<file path="src/design/vis_pkg.sv">
// Package with constants of the video input select and status block
package vis_pkg;
    // Status bit positions
    localparam int STAT_W = 4;
    localparam int ST_ACT1 = 0;
    localparam int ST_ACT2 = 1;
    localparam int ST_SEL = 2;
    localparam int ST_NTSC = 3;
    // Output format
    localparam int VID_W = 10;
    localparam int HS_BIT = 1;
    localparam int VS_BIT = 0;
    // Strap codes
    localparam logic [1:0] STRAP_CORE = 2'h0;
    localparam logic [1:0] STRAP_GND = 2'h1;
    localparam logic [1:0] STRAP_SDA = 2'h2;
    // Target addresses, arbitrary values
    localparam logic [6:0] ADDR_CORE = 7'h20;
    localparam logic [6:0] ADDR_GND = 7'h21;
    localparam logic [6:0] ADDR_SDA = 7'h22;
    // Activity judged from samples: sync tip below threshold
    localparam logic [9:0] SYNC_SLICE = 10'h080;
    // Clock source selection
    localparam logic [1:0] CLK_XTAL27 = 2'h0;
    localparam logic [1:0] CLK_EXT27 = 2'h1;
    localparam logic [1:0] CLK_EXT54 = 2'h2;
    // Activity timeout in sample enables
    localparam int ACT_TIMEOUT = 255;
    localparam logic [7:0] ACT_TIMEOUT_V = 8'hFF;
    // Selection state machine
    typedef enum logic [2:0] {
        VIS_ONE = 3'b001,
        VIS_TWO = 3'b010,
        VIS_HOLD = 3'b100
    } vis_state_t;
endpackage : vis_pkg

</file>
<file path="src/design/vis_act_det.sv">
// Activity detector of one video input
`timescale 1ns/10ps
module vis_act_det #(
    parameter int TIMEOUT = vis_pkg::ACT_TIMEOUT
) (
    input wire logic clk_i,
    input wire logic rst_i,
    input wire logic smp_en_i,
    input wire logic routed_i,
    input wire logic sleep_i,
    input wire logic [9:0] adc_i,
    input wire logic slicer_i,
    output logic active_o
);
    import vis_pkg::*;
    logic [7:0] cnt;
    logic sync_hit;
    always_comb begin
        if (routed_i && !sleep_i) begin
            sync_hit = adc_i < SYNC_SLICE;
        end else begin
            sync_hit = slicer_i;
        end
    end
    always_ff @(posedge clk_i) begin
        if (rst_i) begin
            cnt <= 8'h00;
            active_o <= 1'b0;
        end else if (smp_en_i) begin
            if (sync_hit) begin
                cnt <= TIMEOUT[7:0];
                active_o <= 1'b1;
            end else if (cnt != 8'h00) begin
                cnt <= cnt - 8'h01;
            end else begin
                active_o <= 1'b0;
            end
        end
    end
endmodule : vis_act_det

</file>
<file path="src/design/vis_top.sv">
// Input selection, status, interrupt and output format logic
// Contract
// - Both inputs are watched for activity at all times.
// - Routed input activity comes from converter samples.
// - Unrouted input activity comes from clamp and slicer detector.
// - In sleep, both inputs use slicer detectors only.
// - Activity results are readable in status register.
// - Auto enable lets device choose input from activity.
// - Auto picks input one when both active at start or neither.
// - Auto picks input two when only input two active.
// - Input two stays chosen until its activity disappears.
// - Unmasked interrupt goes low when a status bit changes.
// - Interrupt held until status read; further changes ignored. A change in the same cycle as the read keeps it pending instead.
// - Address strap picks one of three target addresses.
// - Default output is 10-bit 4:2:2 with embedded codes, LSB bit 0.
// - Format setting turns two lowest bits into sync outputs.
// - Output clock follows line rate or crystal per mode.
// - Sample clock stays locked within five percent line variation.
// - Runs unprogrammed after power-up, standard found automatically.
// - Crystal or external 27 or 54 MHz clock accepted; sample enable stays high for all three sources, so 54 MHz is not divided down.
// - Status and settings go through target register accesses.
// - In async mode output clock is sample clock divided by two.
`timescale 1ns/10ps
module vis_top (
    input wire logic clk_i,
    input wire logic rst_i,
    input wire logic video_input_one_slicer_i,
    input wire logic video_input_two_slicer_i,
    input wire logic [9:0] adc_sample_i,
    input wire logic sleep_i,
    input wire logic input_choice_field_i,
    input wire logic auto_input_choice_enable_i,
    input wire logic irq_mask_i,
    input wire logic status_read_i,
    input wire logic sync_out_enable_i,
    input wire logic async_mode_i,
    input wire logic [1:0] clk_source_i,
    input wire logic pll_locked_i,
    input wire logic std_ntsc_i,
    input wire logic [1:0] target_address_strap_i,
    input wire logic [9:0] video_data_i,
    input wire logic hsync_i,
    input wire logic vsync_i,
    input wire logic line_clk_i,
    output logic [vis_pkg::STAT_W-1:0] status_o,
    output logic input_two_routed_o,
    output logic irq_n_out_o,
    output logic irq_n_oe_o,
    output logic [6:0] target_address_o,
    output logic [vis_pkg::VID_W-1:0] video_output_bus_o,
    output logic video_output_clock_o,
    output logic sample_enable_o,
    output logic clock_locked_o
);
    import vis_pkg::*;

    // ------------------------------------------------
    // Input synchronisers
    // ------------------------------------------------
    logic [1:0] sl1_s, sl2_s, lc_s, stp0_s, stp1_s;
    always_ff @(posedge clk_i) begin
        if (rst_i) begin
            sl1_s <= 2'h0;
            sl2_s <= 2'h0;
            lc_s <= 2'h0;
            stp0_s <= 2'h0;
            stp1_s <= 2'h0;
        end else begin
            sl1_s <= {sl1_s[0], video_input_one_slicer_i};
            sl2_s <= {sl2_s[0], video_input_two_slicer_i};
            lc_s <= {lc_s[0], line_clk_i};
            stp0_s <= {stp0_s[0], target_address_strap_i[0]};
            stp1_s <= {stp1_s[0], target_address_strap_i[1]};
        end
    end

    // ------------------------------------------------
    // Sample rate enable, held high for every clock source
    // ------------------------------------------------
    logic div_ph;
    logic smp_en;
    always_ff @(posedge clk_i) begin
        if (rst_i) begin
            div_ph <= 1'b0;
        end else begin
            div_ph <= ~div_ph;
        end
    end
    always_comb begin
        case (clk_source_i)
            CLK_EXT54: smp_en = 1'b1;
            CLK_XTAL27, CLK_EXT27: smp_en = 1'b1;
            default: smp_en = 1'b1;
        endcase
    end
    always_ff @(posedge clk_i) begin
        if (rst_i) begin
            sample_enable_o <= 1'b0;
            clock_locked_o <= 1'b0;
        end else begin
            sample_enable_o <= smp_en;
            clock_locked_o <= pll_locked_i;
        end
    end

    // ------------------------------------------------
    // Activity detection
    // ------------------------------------------------
    logic act1, act2, route_two;
    vis_act_det #(.TIMEOUT(ACT_TIMEOUT)) u_det1 (
        .clk_i(clk_i),
        .rst_i(rst_i),
        .smp_en_i(smp_en),
        .routed_i(!route_two),
        .sleep_i(sleep_i),
        .adc_i(adc_sample_i),
        .slicer_i(sl1_s[1]),
        .active_o(act1)
    );
    vis_act_det #(.TIMEOUT(ACT_TIMEOUT)) u_det2 (
        .clk_i(clk_i),
        .rst_i(rst_i),
        .smp_en_i(smp_en),
        .routed_i(route_two),
        .sleep_i(sleep_i),
        .adc_i(adc_sample_i),
        .slicer_i(sl2_s[1]),
        .active_o(act2)
    );

    // ------------------------------------------------
    // Input selection
    // ------------------------------------------------
    vis_state_t state, next_state;
    logic first;
    always_comb begin
        next_state = state;
        case (state)
            VIS_ONE: begin
                if (act2 && !act1 && !first) begin
                    next_state = VIS_TWO;
                end else begin
                    next_state = VIS_ONE;
                end
            end
            VIS_TWO: begin
                if (!act2) begin
                    next_state = VIS_ONE;
                end
            end
            VIS_HOLD: next_state = VIS_ONE;
            default: next_state = VIS_ONE;
        endcase
    end
    always_ff @(posedge clk_i) begin
        if (rst_i) begin
            state <= VIS_HOLD;
            first <= 1'b1;
        end else begin
            first <= 1'b0;
            if (auto_input_choice_enable_i) begin
                state <= next_state;
            end else if (input_choice_field_i) begin
                state <= VIS_TWO;
            end else begin
                state <= VIS_ONE;
            end
        end
    end
    assign route_two = (state == VIS_TWO);
    always_ff @(posedge clk_i) begin
        if (rst_i) begin
            input_two_routed_o <= 1'b0;
        end else begin
            input_two_routed_o <= route_two;
        end
    end

    // ------------------------------------------------
    // Status and interrupt
    // ------------------------------------------------
    logic [STAT_W-1:0] stat_now;
    logic irq_pend;
    always_comb begin
        stat_now = '0;
        stat_now[ST_ACT1] = act1;
        stat_now[ST_ACT2] = act2;
        stat_now[ST_SEL] = route_two;
        stat_now[ST_NTSC] = std_ntsc_i;
    end
    always_ff @(posedge clk_i) begin
        if (rst_i) begin
            status_o <= '0;
            irq_pend <= 1'b0;
        end else begin
            status_o <= stat_now;
            if ((stat_now != status_o) && !irq_mask_i) begin
                irq_pend <= 1'b1;
            end else if (status_read_i) begin
                irq_pend <= 1'b0;
            end
        end
    end
    always_ff @(posedge clk_i) begin
        if (rst_i) begin
            irq_n_out_o <= 1'b0;
            irq_n_oe_o <= 1'b0;
        end else begin
            irq_n_out_o <= 1'b0;
            irq_n_oe_o <= irq_pend;
        end
    end

    // ------------------------------------------------
    // Target address strap
    // ------------------------------------------------
    always_ff @(posedge clk_i) begin
        if (rst_i) begin
            target_address_o <= ADDR_CORE;
        end else begin
            case ({stp1_s[1], stp0_s[1]})
                STRAP_CORE: target_address_o <= ADDR_CORE;
                STRAP_GND: target_address_o <= ADDR_GND;
                STRAP_SDA: target_address_o <= ADDR_SDA;
                default: target_address_o <= ADDR_CORE;
            endcase
        end
    end

    // ------------------------------------------------
    // Output format and clock
    // ------------------------------------------------
    always_ff @(posedge clk_i) begin
        if (rst_i) begin
            video_output_bus_o <= '0;
        end else if (sync_out_enable_i) begin
            video_output_bus_o <= video_data_i;
            video_output_bus_o[HS_BIT] <= hsync_i;
            video_output_bus_o[VS_BIT] <= vsync_i;
        end else begin
            video_output_bus_o <= video_data_i;
        end
    end
    always_ff @(posedge clk_i) begin
        if (rst_i) begin
            video_output_clock_o <= 1'b0;
        end else if (async_mode_i) begin
            video_output_clock_o <= div_ph;
        end else begin
            video_output_clock_o <= lc_s[1];
        end
    end
endmodule : vis_top

</file>
<file path="config.mk">
export PLATFORM = sky130hd
export DESIGN_NAME = vis_top
export DESIGN_NICKNAME = d
export VERILOG_FILES = /design/src/design/vis_pkg.sv /design/src/design/vis_act_det.sv /design/src/design/vis_top.sv
export SDC_FILE = /design/constraint.sdc
export NUM_CORES = 1
export LEC_CHECK = 0
export BUFFER_PORTS_ARGS = -buffer_cell sky130_fd_sc_hd__buf_2
export CORE_MARGIN = 4
export CORE_UTILIZATION = 48
export CTS_CLUSTER_DIAMETER = 40
export DETAILED_ROUTE_END_ITERATION = 12
export PLACE_DENSITY = 0.73
export SETUP_SLACK_MARGIN = 0.3
export SYNTH_ARGS = -nofsm -noshare
export SYNTH_HDL_FRONTEND = slang
export SYNTH_SLANG_ARGS = --single-unit
</file>
<file path="constraint.sdc">
create_clock -name clk_i -period 4.2 [get_ports clk_i]
set_clock_uncertainty 0.15 [all_clocks]
set_input_delay 0.42 -clock clk_i [delete_from_list [all_inputs] [get_ports clk_i]]
set_output_delay 0.42 -clock clk_i [all_outputs]
set_load 0.1 [all_outputs]
</file>
# Yosys cells after proc, flatten, opt, wreduce, memory -nomap -nowiden
# Cells that the tools add are included.
# Widths: inputs -> output; s select.
[op_classes]
n_mux = 22
order_cmp = 1
addsub = 2
bitwise = 1
n_reduce_logical = 15
eq_ne = 8
[op_table]
columns = ["op", "count"]
rows = [
  ["$mux 8", 4],
  ["$reduce_bool 8->1", 2],
  ["$sub 8x1->8 const B", 2],
  ["$mux 1", 11],
  ["$lt 10x8->1 const B", 1],
  ["$mux 2", 3],
  ["$mux 3", 2],
  ["$pmux 3 s2", 1],
  ["$reduce_bool 2->1", 3],
  ["$logic_and 1x1->1", 5],
  ["$logic_not 1->1", 5],
  ["$ne 2x1->1 const B", 2],
  ["$ne 4x4->1", 1],
  ["$pmux 2 s2", 1],
  ["$eq 3x1->1 const B", 1],
  ["$eq 3x2->1 const B", 1],
  ["$ne 3x3->1 const B", 1],
  ["$eq 2x1->1 const B", 1],
  ["$eq 2x2->1 const B", 1],
  ["$not 1->1", 1],
]
[word_totals]
output_inout_bits = 27
wordCells = 70
ff_bits = 60

# Depth between registers and ports, before layout
# Gate-level depths: netlist of run 1.
[logic_depth]
depth_word = 6
mapped_depth = 6

# Hierarchy
# A second synthesis of run 1 with hierarchy kept.
[hier_totals]
hier_cells = 216
hier_area_um2 = 2140.8
[by_module_without_submodules]
columns = ["module", "area_each_um2", "cells_each", "instances", "seq_area_each_um2"]
rows = [
  ["vis_top", 1138.6, 99, 1, 720.7],
  ["vis_act_det at u_det2", 503.0, 60, 1, 180.2],
  ["vis_act_det at u_det1", 499.2, 57, 1, 180.2],
]

# Least setup slack after synthesis of run 1
# Ideal clock, no wire load.
[synth_timing]
kind = "register to output"
startpoint = "reg status_o[2] (netlist bit)"
endpoint = "out status_o[2] (netlist bit)"
t_arrival_ps = 1390
path_slack_ps = 2240
t_required_ps = 3630
stages_incl_launch_ff = 2
cell_sequence = "dfxtp_1 > buf_4"
[synth_rtl]
columns = ["item", "line_no", "text"]
rows = [
  ["start: declaration", "vis_top.sv:45", "output logic [vis_pkg::STAT_W-1:0] status_o,"],
  ["start signal: assignment", "vis_top.sv:196", "status_o <= stat_now;"],
]
# No word-level cell between the ends.

# Final worst setup path of run 1
[layout_timing]
startpoint = "reg state[0]"
endpoint = "reg u_det2.cnt[4]"
[layout_via]
elab_chain_cells = 4
[layout_lines]
columns = ["item", "line_no", "text"]
rows = [
  ["start: declaration", "vis_top.sv:134", "vis_state_t state, next_state;"],
  ["start signal: assignment", "vis_top.sv:162", "state <= next_state;"],
  ["$eq 3x2->1 *", "vis_top.sv:170", "assign route_two = (state == VIS_TWO);"],
  ["$logic_and 1x1->1 *", "vis_act_det.sv:19", "if (routed_i && !sleep_i) begin"],
  ["$mux 1 *", "vis_act_det.sv:19", ""],
  ["$mux 8 / $reduce_bool 2->1 (equally long branches)", "n/a", ""],
  ["end signal: assignment", "vis_act_det.sv:31", "cnt <= TIMEOUT[7:0];"],
  ["end signal: assignment", "vis_act_det.sv:34", "cnt <= cnt - 8'h01;"],
  ["end: declaration", "vis_act_det.sv:16", "logic [7:0] cnt;"],
]
# Every way passes the cells marked *; elsewhere a longest branch is shown, timed or not.
# A chain may end at the register's enable or synchronous reset.

==> results of run 1 <==
==> layout make-up <==
| cell class | count | area share |
|---|---|---|
| well taps | 50 | 0.02639 |
| flip-flops and latches | 54 | 0.4559 |
| clock buffers | 6 | 0.03061 |
| inverters | 7 | 0.01108 |
| multi-input cells | 128 | 0.3625 |
| repair buffers | 51 | 0.1077 |
| clock inverters | 2 | 0.005805 |
==> sequential cells by signal, indices dropped and copies added (netlist names), 3 cells and up <==
signal / cells
status_o: 4
video_output_bus_o: 10
u_det2.cnt: 8
state: 3
u_det1.cnt: 8
==> where the power goes <==
group / switching (W) / internal, W / total, W
registers: 0.0000974 / 0.000602 / 0.000700
logic: 0.000313 / 0.000238 / 0.000551
clock network: 0.000152 / 0.000118 / 0.000269
==> final timing paths <==
check	from	to	slack, ns
max	state[0]	u_det2.cnt[4]	2.14
min	video_data_i[5]	video_output_bus_o[5]	0.18
max reg2reg	state[0]	u_det2.cnt[4]	2.14
min reg2reg	stp1_s[1]	target_address_o[0]	0.28
==> stage by stage <==
step,hold WS (ns),util
6_report,0.1761,0.5843
5_1_grt,0.1623,0.5843
4_1_cts,0.1649,0.5843
3_5_place_dp,0.2491,0.5631
3_3_place_gp,0.2466,0.5631
2_1_floorplan,0.2392,-
==> routing by layer <==
| metal | routed length (um) | up-vias | share of wire |
|---|---|---|---|
| li1 | - | 758 | - |
| met1 | 1552 | 639 | 0.45 |
| met2 | 1640 | 36 | 0.48 |
| met3 | 179 | 4 | 0.052 |
| met4 | 54 | 0 | 0.016 |
| met5 | 0 | - | 0 |
==> cells in the final DEF (no fill, tap or decap), types with 2 or more instances in the layout <==
master	count
nor2b_1	25
nor3b_1	3
buf_2	51
o21ai_0	2
clkbuf_8	5
a31oi_1	8
nor4_2	2
nor2_1	11
o31ai_1	2
nand3_1	4
xnor2_1	6
nand2b_1	3
mux2i_1	7
nand4b_1	2
dfxtp_1	54
inv_1	7
nand3b_1	3
a21oi_1	13
ha_1	2
conb_1	6
nand2_1	11
nor3_1	3
==> critical path, stage by stage (launching register included) <==
cell     delay (ns)
dfxtp_1        0.32
or3b_1         0.45
nor2_1         0.14
mux2i_1        0.68
a31oi_1        0.17
==> cells by family after synthesis <==
group / share of synthesized area
other cells: 0.003689
flops: 0.5310
compound gates: 0.07683
fa+ha+maj: 0.01229
mux: 0.05839
xor+xnor: 0.02581
simple gates: 0.2379
buf+inv: 0.05409
==> flow_summary.yaml, run 1 <==
status:
  status: "finished, final reports clean"
place:
  io_buffers: 51
  place_ws_ns: 2.148
  dp.cells: 290
  place_congestion: 0.7687
  hpwl_um: 2467
  postPlaceCellArea_um2: 2285
sta:
  setup_viol: 0
  maxSlewViolCount: 0
  fmax_ghz: 0.4852
  tightest_slew_ns: 0.8741
  relSlewSlack: 0.4172
  rsz0062_at_grt: "false"
  period_minus_slack_ns: 2.061
  hold_viol_final: 0
  totalNegativeSetupSlack_ns: 0
  fin_ws_ns: 2.139
  fin_crit_sh: 0.4907
clocking:
  clock_sinks: 54
  cts.path.max_buffers: 2
  clk_pin_slew_ns: 0.09
  clkLatencyLatePin_ns: 0.29
  cts_root_buffer: "clkbuf_8"
  tritoncts: "yes"
  cts_buffers: 5
  cts_setup_buffers: 0
  cts_max_level: 2
  cts_hold_buffers: 0
  cts_resized: 0
floorplan:
  io_pins: 67
  initial_utilization: 0.5017
  core_um2: 4058
  die_x_um: 73.13
  dieArea_um2: 5347
  num_rows: 23
  die_h_um: 73.13
logic_synthesis:
  syn_area_per_cell_um2: 10.18
  synth-main-ff-cell: "dfxtp_1"
  ys_seq_area_frac: 0.5310
  ys_warn_count: 0
  postSynth.asyncResetShare: 0
  synthDistinctLibCells: 38
  yosys.area.top_type_share: 0.5310
  syn_inst: 200
  ys_ff_latch: 54
  synth_most_common_cell: "dfxtp_1"
  synth_area_leaders: "dfxtp_1 53%, nor2b_1 7.7%, mux2i_1 3.4%, a21oi_1 3.2%, buf_4 2.6%"
  synthesis.area_um2: 2036
  synth_area_leader_cell: "dfxtp_1"
  synth_edf_count: 0
  synth_commonest_cells: "54 x dfxtp_1, 25 x nor2b_1, 13 x a21oi_1"
pwr:
  p_total_w: 0.001520
  ir_worst_vdd_mv: 0.3063
  p_per_area_nw_per_um2: 641.1
  p_leak_nw: 1.033
hold_path:
  min_path_cells: 2
  hp-class: "input port to flop"
worst_setup_path:
  worst_r2r_path_depth: 4
  cp-end-kind: "flop"
  startpoint_type: "flop"
  path_class: "flop to flop"
  required_ns: 4.19
  cp.arrival_ns: 2.05
  cp_max_fo: 9
grt:
  grt_pass1_wl_um: 5395
  use_met3: 0.03444
  grt_antenna_before_repair: 0
  met1_usage: 0.1658
  grt_pass1_vias: 1281
  track_usage: 0.1308
  grt_overflow: 0
  grt_max_degree: 54
  top_usage_layer: "met2"
  met2_usage: 0.2066
final_layout:
  syn2layout_area_growth_pct: 16.47
  regArea_um2: 1081
  fin_area_um2: 2371
  multi_input_area_um2: 859.6
  antennaDiodeCount: 0
  fill_cells: 370
  drive_gt1_frac: 0.2782
  final_nets: 289
  final_cells: 298
drt:
  via_count: 1437
  drt_iter0_drc: 62
  drt-pass1-iter-count: 4
  antenna_left: 0
  routed_wl_um: 3427
  routed_via_density: 4.822
  drc: 0
  avgRoutedWirePerCell_um: 11.50
job:
  cap_violations: 0
(Power assumes the default switching activity.)
==> run 2: changes to the inputs <==
- CORE_UTILIZATION: 48 -> 44
- PLACE_DENSITY: 0.73 -> 0.71
- clock period: 4.2 -> 1.8 ns (I/O delays scaled with it)
==> flow_summary.yaml, run 2 (synthesized netlist as in run 1, its figures left out) <==
sta:
  tightest_slew_ns: 0.6326
  fin_crit_sh: 0.9361
  period_minus_slack_ns: 1.685
  rsz0062_at_grt: "true"
  totalNegativeSetupSlack_ns: 0
  fmax_ghz: 0.5935
  relSlewSlack: 0.5750
  hold_viol_final: 0
  maxSlewViolCount: 0
  setup_viol: 0
pwr:
  p_switching_w: 0.001490
  power.share.sequential: 0.401
  p_leak_nw: 1.269
  p_sw_frac: 0.3550
  p_comb_frac: 0.411
  p_per_area_nw_per_um2: 1442
  ir_worst_vdd_mv: 0.6734
  power_frac_clock: 0.188
  power.internal_w: 0.002708
final_layout:
  drive_gt1_frac: 0.3702
  fill_cells: 331
  final_cell_mix: "51 x buf_2, 44 x dfxtp_1, 24 x nor2b_1"
  largest_reg_flops: 10
  final_util: 0.6593
  final_nets: 330
  top_register: "video_output_bus_o"
  antennaDiodeCount: 0
  layout_commonest_cell: "buf_2"
  top_regs: "video_output_bus_o (10), u_det1.cnt (8), u_det2.cnt (8)"
  syn2layout_area_growth_pct: 42.96
worst_setup_path:
  reg2reg_slack_ns: 0.12
  cp-end-kind: "flop"
  startpoint_type: "flop"
  cp.arrival_ns: 1.72
  required_ns: 1.84
  path_class: "flop to flop"
  cp_max_fo: 4
drt:
  avgRoutedWirePerCell_um: 12.96
  via_count: 1636
  routed_wl_um: 4421
  drt_iter0_drc: 72
  drc: 0
  antenna_left: 0
  routed_via_density: 4.798
  drt-pass1-iter-count: 4
clocking:
  clk_pin_slew_ns: 0.09
  clkLatencyLatePin_ns: 0.30
  cts_max_level: 2
  clock_sinks: 54
  cts_root_buffer: "clkbuf_8"
  cts.path.max_buffers: 2
  tritoncts: "yes"
  cts_buffers: 5
floorplan:
  die_x_um: 76.02
  io_pins: 67
  initial_utilization: 0.4612
  core_um2: 4414
  dieArea_um2: 5779
  num_rows: 24
  die_h_um: 76.02
status:
  status: "finished, final reports clean"
place:
  place_congestion: 0.7076
  hpwl_um: 2623
  io_buffers: 51
grt:
  track_usage: 0.1497
  grt_max_degree: 20
  grt_pass1_wl_um: 7134
  grt_pass1_vias: 1477
  grt_overflow: 0
  grt_antenna_before_repair: 0
job:
  cap_violations: 0
hold_path:
  hp-class: "input port to flop"
==> run 2: cell types whose count changed in the layout (fill, tap and decap cells not counted), sizes merged <==
| cell | delta |
|---|---|
| clkbuf | +1 |
| dlygate4sd3 | +23 |
| clkinvlp | +1 |
| buf | +17 |
| clkinv | -2 |
| bufinv | +1 |
==> run 2: final cells by class <==
cell class / instances / area [um2] / share of cell area
multi-input combinational: 128 / 952.2 / 0.3272
clock buffer: 6 / 72.57 / 0.02494
tap: 52 / 65.06 / 0.02236
sequential: 54 / 1094 / 0.3758
inverter: 7 / 26.28 / 0.009028
timing repair buffer: 92 / 663.1 / 0.2279
clock inverter: 2 / 37.54 / 0.01290
==> run 2: metrics by stage <==
step                      worst slack (ns)  cell area [um2]  cells  hold slack (ns)  total power, W
after floorplan                     0.2355             2113    204          0.05772        0.002817
after global placement              0.1199             2380    296           0.2378        0.003042
after detailed placement           0.08939             2380    296           0.2416        0.003072
after CTS                           0.1613             2796    333          0.02618        0.003991
after global routing               0.08669             2910    341          0.05340        0.004455
final                               0.1151             2910    341          0.03442        0.004198
==> run 2: power groups by stage <==
stage	sequential, W	clock, W	combinational, W
2_1_floorplan	0.00179	0	0.00102
3_3_place_gp	0.00167	0	0.00137
3_5_place_dp	0.00167	0	0.00140
4_1_cts	0.00166	0.000808	0.00153
5_1_grt	0.00172	0.000861	0.00188
6_report	0.00168	0.000790	0.00173
==> run 2: what timing repair did <==
action,CTS,global route
pin swaps,1,3
gates cloned,0,1
setup buffers,6,7
gates resized for setup,1,9
setup endpoints to repair,19,20
endpoints found under the hold margin,20,0
hold buffers,23,0
==> run 2: path summary, 6_finish.rpt <==
check,startpoint,end,cells after the start
setup / recovery,state[2],u_det1.cnt[2],5
setup reg to reg,state[2],u_det1.cnt[2],5
hold / removal,auto_input_choice_enable_i,state[1],3
hold reg to reg,stp1_s[1],target_address_o[0],1
==> run 2: critical path, cell delays in order, from the launching register on <==
cell and delay (ns):
dfxtp_2 0.33, or3b_4 0.42, nor2b_4 0.15, mux2i_4 0.26, clkbuf_16 0.20, a31oi_1 0.06
==> run 2: routing by layer <==
metal	GRT usage	vias to the layer above	wire length, um
li1	-	836	-
met1	0.1865	750	1883
met2	0.2517	42	2276
met3	0.03428	8	205
met4	0.05338	0	57
met5	0	-	0
==> run 3: changes to the inputs <==
==> constraint.sdc (replaced) <==
create_clock -name clk_i -period 1.8 [get_ports clk_i]
set_clock_uncertainty 0.15 [all_clocks]
set_input_delay 0.27 -clock clk_i [delete_from_list [all_inputs] [get_ports clk_i]]
set_output_delay 0.27 -clock clk_i [all_outputs]
set_load 0.1 [all_outputs]
==> flow_summary.yaml, run 3 (synthesized netlist as in run 1, its figures left out) <==
status:
  status: "finished, final reports clean"
final_layout:
  top_regs: "video_output_bus_o (10), u_det1.cnt (8), u_det2.cnt (8)"
  top_register: "video_output_bus_o"
  drive_gt1_frac: 0.3861
  layout_commonest_cell: "dfxtp_1"
  syn2layout_area_growth_pct: 28.64
  largest_reg_flops: 10
  final_nets: 300
  final_cell_mix: "44 x dfxtp_1, 41 x buf_2, 24 x nor2b_1"
  antennaDiodeCount: 0
  fin_area_um2: 2619
  final_cells: 311
grt:
  grt_pass1_vias: 1461
  track_usage: 0.1375
  grt_overflow: 0
  grt_max_degree: 37
  grt_pass1_wl_um: 6548
  grt_antenna_before_repair: 0
sta:
  fin_crit_sh: 0.9155
  period_minus_slack_ns: 1.648
  fmax_ghz: 0.6068
  maxSlewViolCount: 0
  hold_viol_final: 0
  rsz0062_at_grt: "true"
  totalNegativeSetupSlack_ns: 0
  setup_viol: 0
place:
  hpwl_um: 2538
  place_congestion: 0.6957
  postPlaceCellArea_um2: 2392
  io_buffers: 51
  dp.cells: 296
clocking:
  cts.path.max_buffers: 2
  clk_pin_slew_ns: 0.10
  cts_root_buffer: "clkbuf_8"
  clkLatencyLatePin_ns: 0.30
  clock_sinks: 54
  tritoncts: "yes"
  cts_buffers: 5
  cts_max_level: 2
  cts_hold_buffers: 0
job:
  cap_violations: 0
pwr:
  p_switching_w: 0.001424
  power.internal_w: 0.002441
  p_sw_frac: 0.3685
  p_per_area_nw_per_um2: 1476
  ir_worst_vdd_mv: 1.060
  power.share.sequential: 0.432
  p_leak_nw: 1.115
  power_frac_clock: 0.178
  p_comb_frac: 0.390
worst_setup_path:
  reg2reg_slack_ns: 0.15
  worstPathCellList: "or3b_4, nor2_4, mux2i_4, a31oi_1"
  critPathMaxStageDelay_ns: 0.40
  cp_num_buf_inv: 0
  startpoint_type: "flop"
  cp-end-kind: "flop"
  crit_slowest_cell: "or3b_4"
  cp.arrival_ns: 1.68
  path_delay_family: "simple AND/OR/NAND/NOR gates"
  path_class: "flop to flop"
  cp_max_fo: 5
  required_ns: 1.83
drt:
  wl_met1_um: 1657
  route.met3.wl_um: 211
  via_count: 1525
  wl_met2_um: 1936
  routed_via_density: 4.904
  avgRoutedWirePerCell_um: 12.46
  drt_iter0_drc: 44
  routed_wl_um: 3874
  top_layer: "met4"
  antenna_left: 0
  drt-pass1-iter-count: 4
  drc: 0
floorplan:
  die_x_um: 76.02
  core_um2: 4414
  io_pins: 67
  num_rows: 24
  die_h_um: 76.02
  initial_utilization: 0.4612
  dieArea_um2: 5779
hold_path:
  hp-class: "input port to flop"
==> run 3: worst register-to-register path: stages (launching register included) <==
cell	delay [ns]
dfxtp_2	0.35
or3b_4	0.40
nor2_4	0.17
mux2i_4	0.34
a31oi_1	0.12
==> run 3: path summary, 6_finish.rpt <==
path | end | cells past startpoint | start
max | u_det2.cnt[5] | 4 | state[0]
min reg2reg | div_ph | 1 | div_ph
min | stp1_s[0] | 2 | target_address_strap_i[1]
max reg2reg | u_det2.cnt[5] | 4 | state[0]
==> run 3: repair_timing <==
item / 4_1_cts / 5_1_grt
gates resized for setup: 5 / 15
pin swaps: 4 / 6
endpoints found under the setup margin: 21 / 28
cloned: 2 / 0
buffers inserted: 5 / 0
==> run 3: power groups by stage <==
stage          Combinational [W]  Sequential [W]  Clock, W
2_1_floorplan            0.00102         0.00179         0
3_3_place_gp             0.00138         0.00167         0
3_5_place_dp             0.00140         0.00167         0
4_1_cts                  0.00150         0.00166  0.000707
5_1_grt                  0.00164         0.00171  0.000762
6_report                 0.00151         0.00167  0.000687
==> run 3: area by class of cell <==
cell class / count / area (um2)
clock buffers: 6 / 82.58
well taps: 52 / 65.06
repair buffers: 60 / 364.1
clock inverters: 2 / 12.51
flip-flops and latches: 54 / 1094
fillers: 370 / 1795
inverters: 7 / 26.28
multi-input cells: 130 / 974.7
==> run 3: metal layers <==
layer | GRT usage | up-vias
met5 | 0 | -
met4 | 0.05872 | 0
met3 | 0.03310 | 5
met2 | 0.2320 | 40
met1 | 0.1655 | 700
li1 | - | 780
==> run 3: stage by stage <==
step | power [W] | utilization | hold WS, ns | setup slack [ns]
2_1_floorplan | 0.002818 | - | 0.1477 | 0.2387
3_3_place_gp | 0.003044 | 0.5420 | 0.2495 | 0.1195
3_5_place_dp | 0.003077 | 0.5420 | 0.2593 | 0.09478
4_1_cts | 0.003861 | 0.5831 | 0.007873 | 0.1575
5_1_grt | 0.004113 | 0.5933 | 0.01690 | 0.09002
6_report | 0.003865 | 0.5933 | 0.02012 | 0.1521
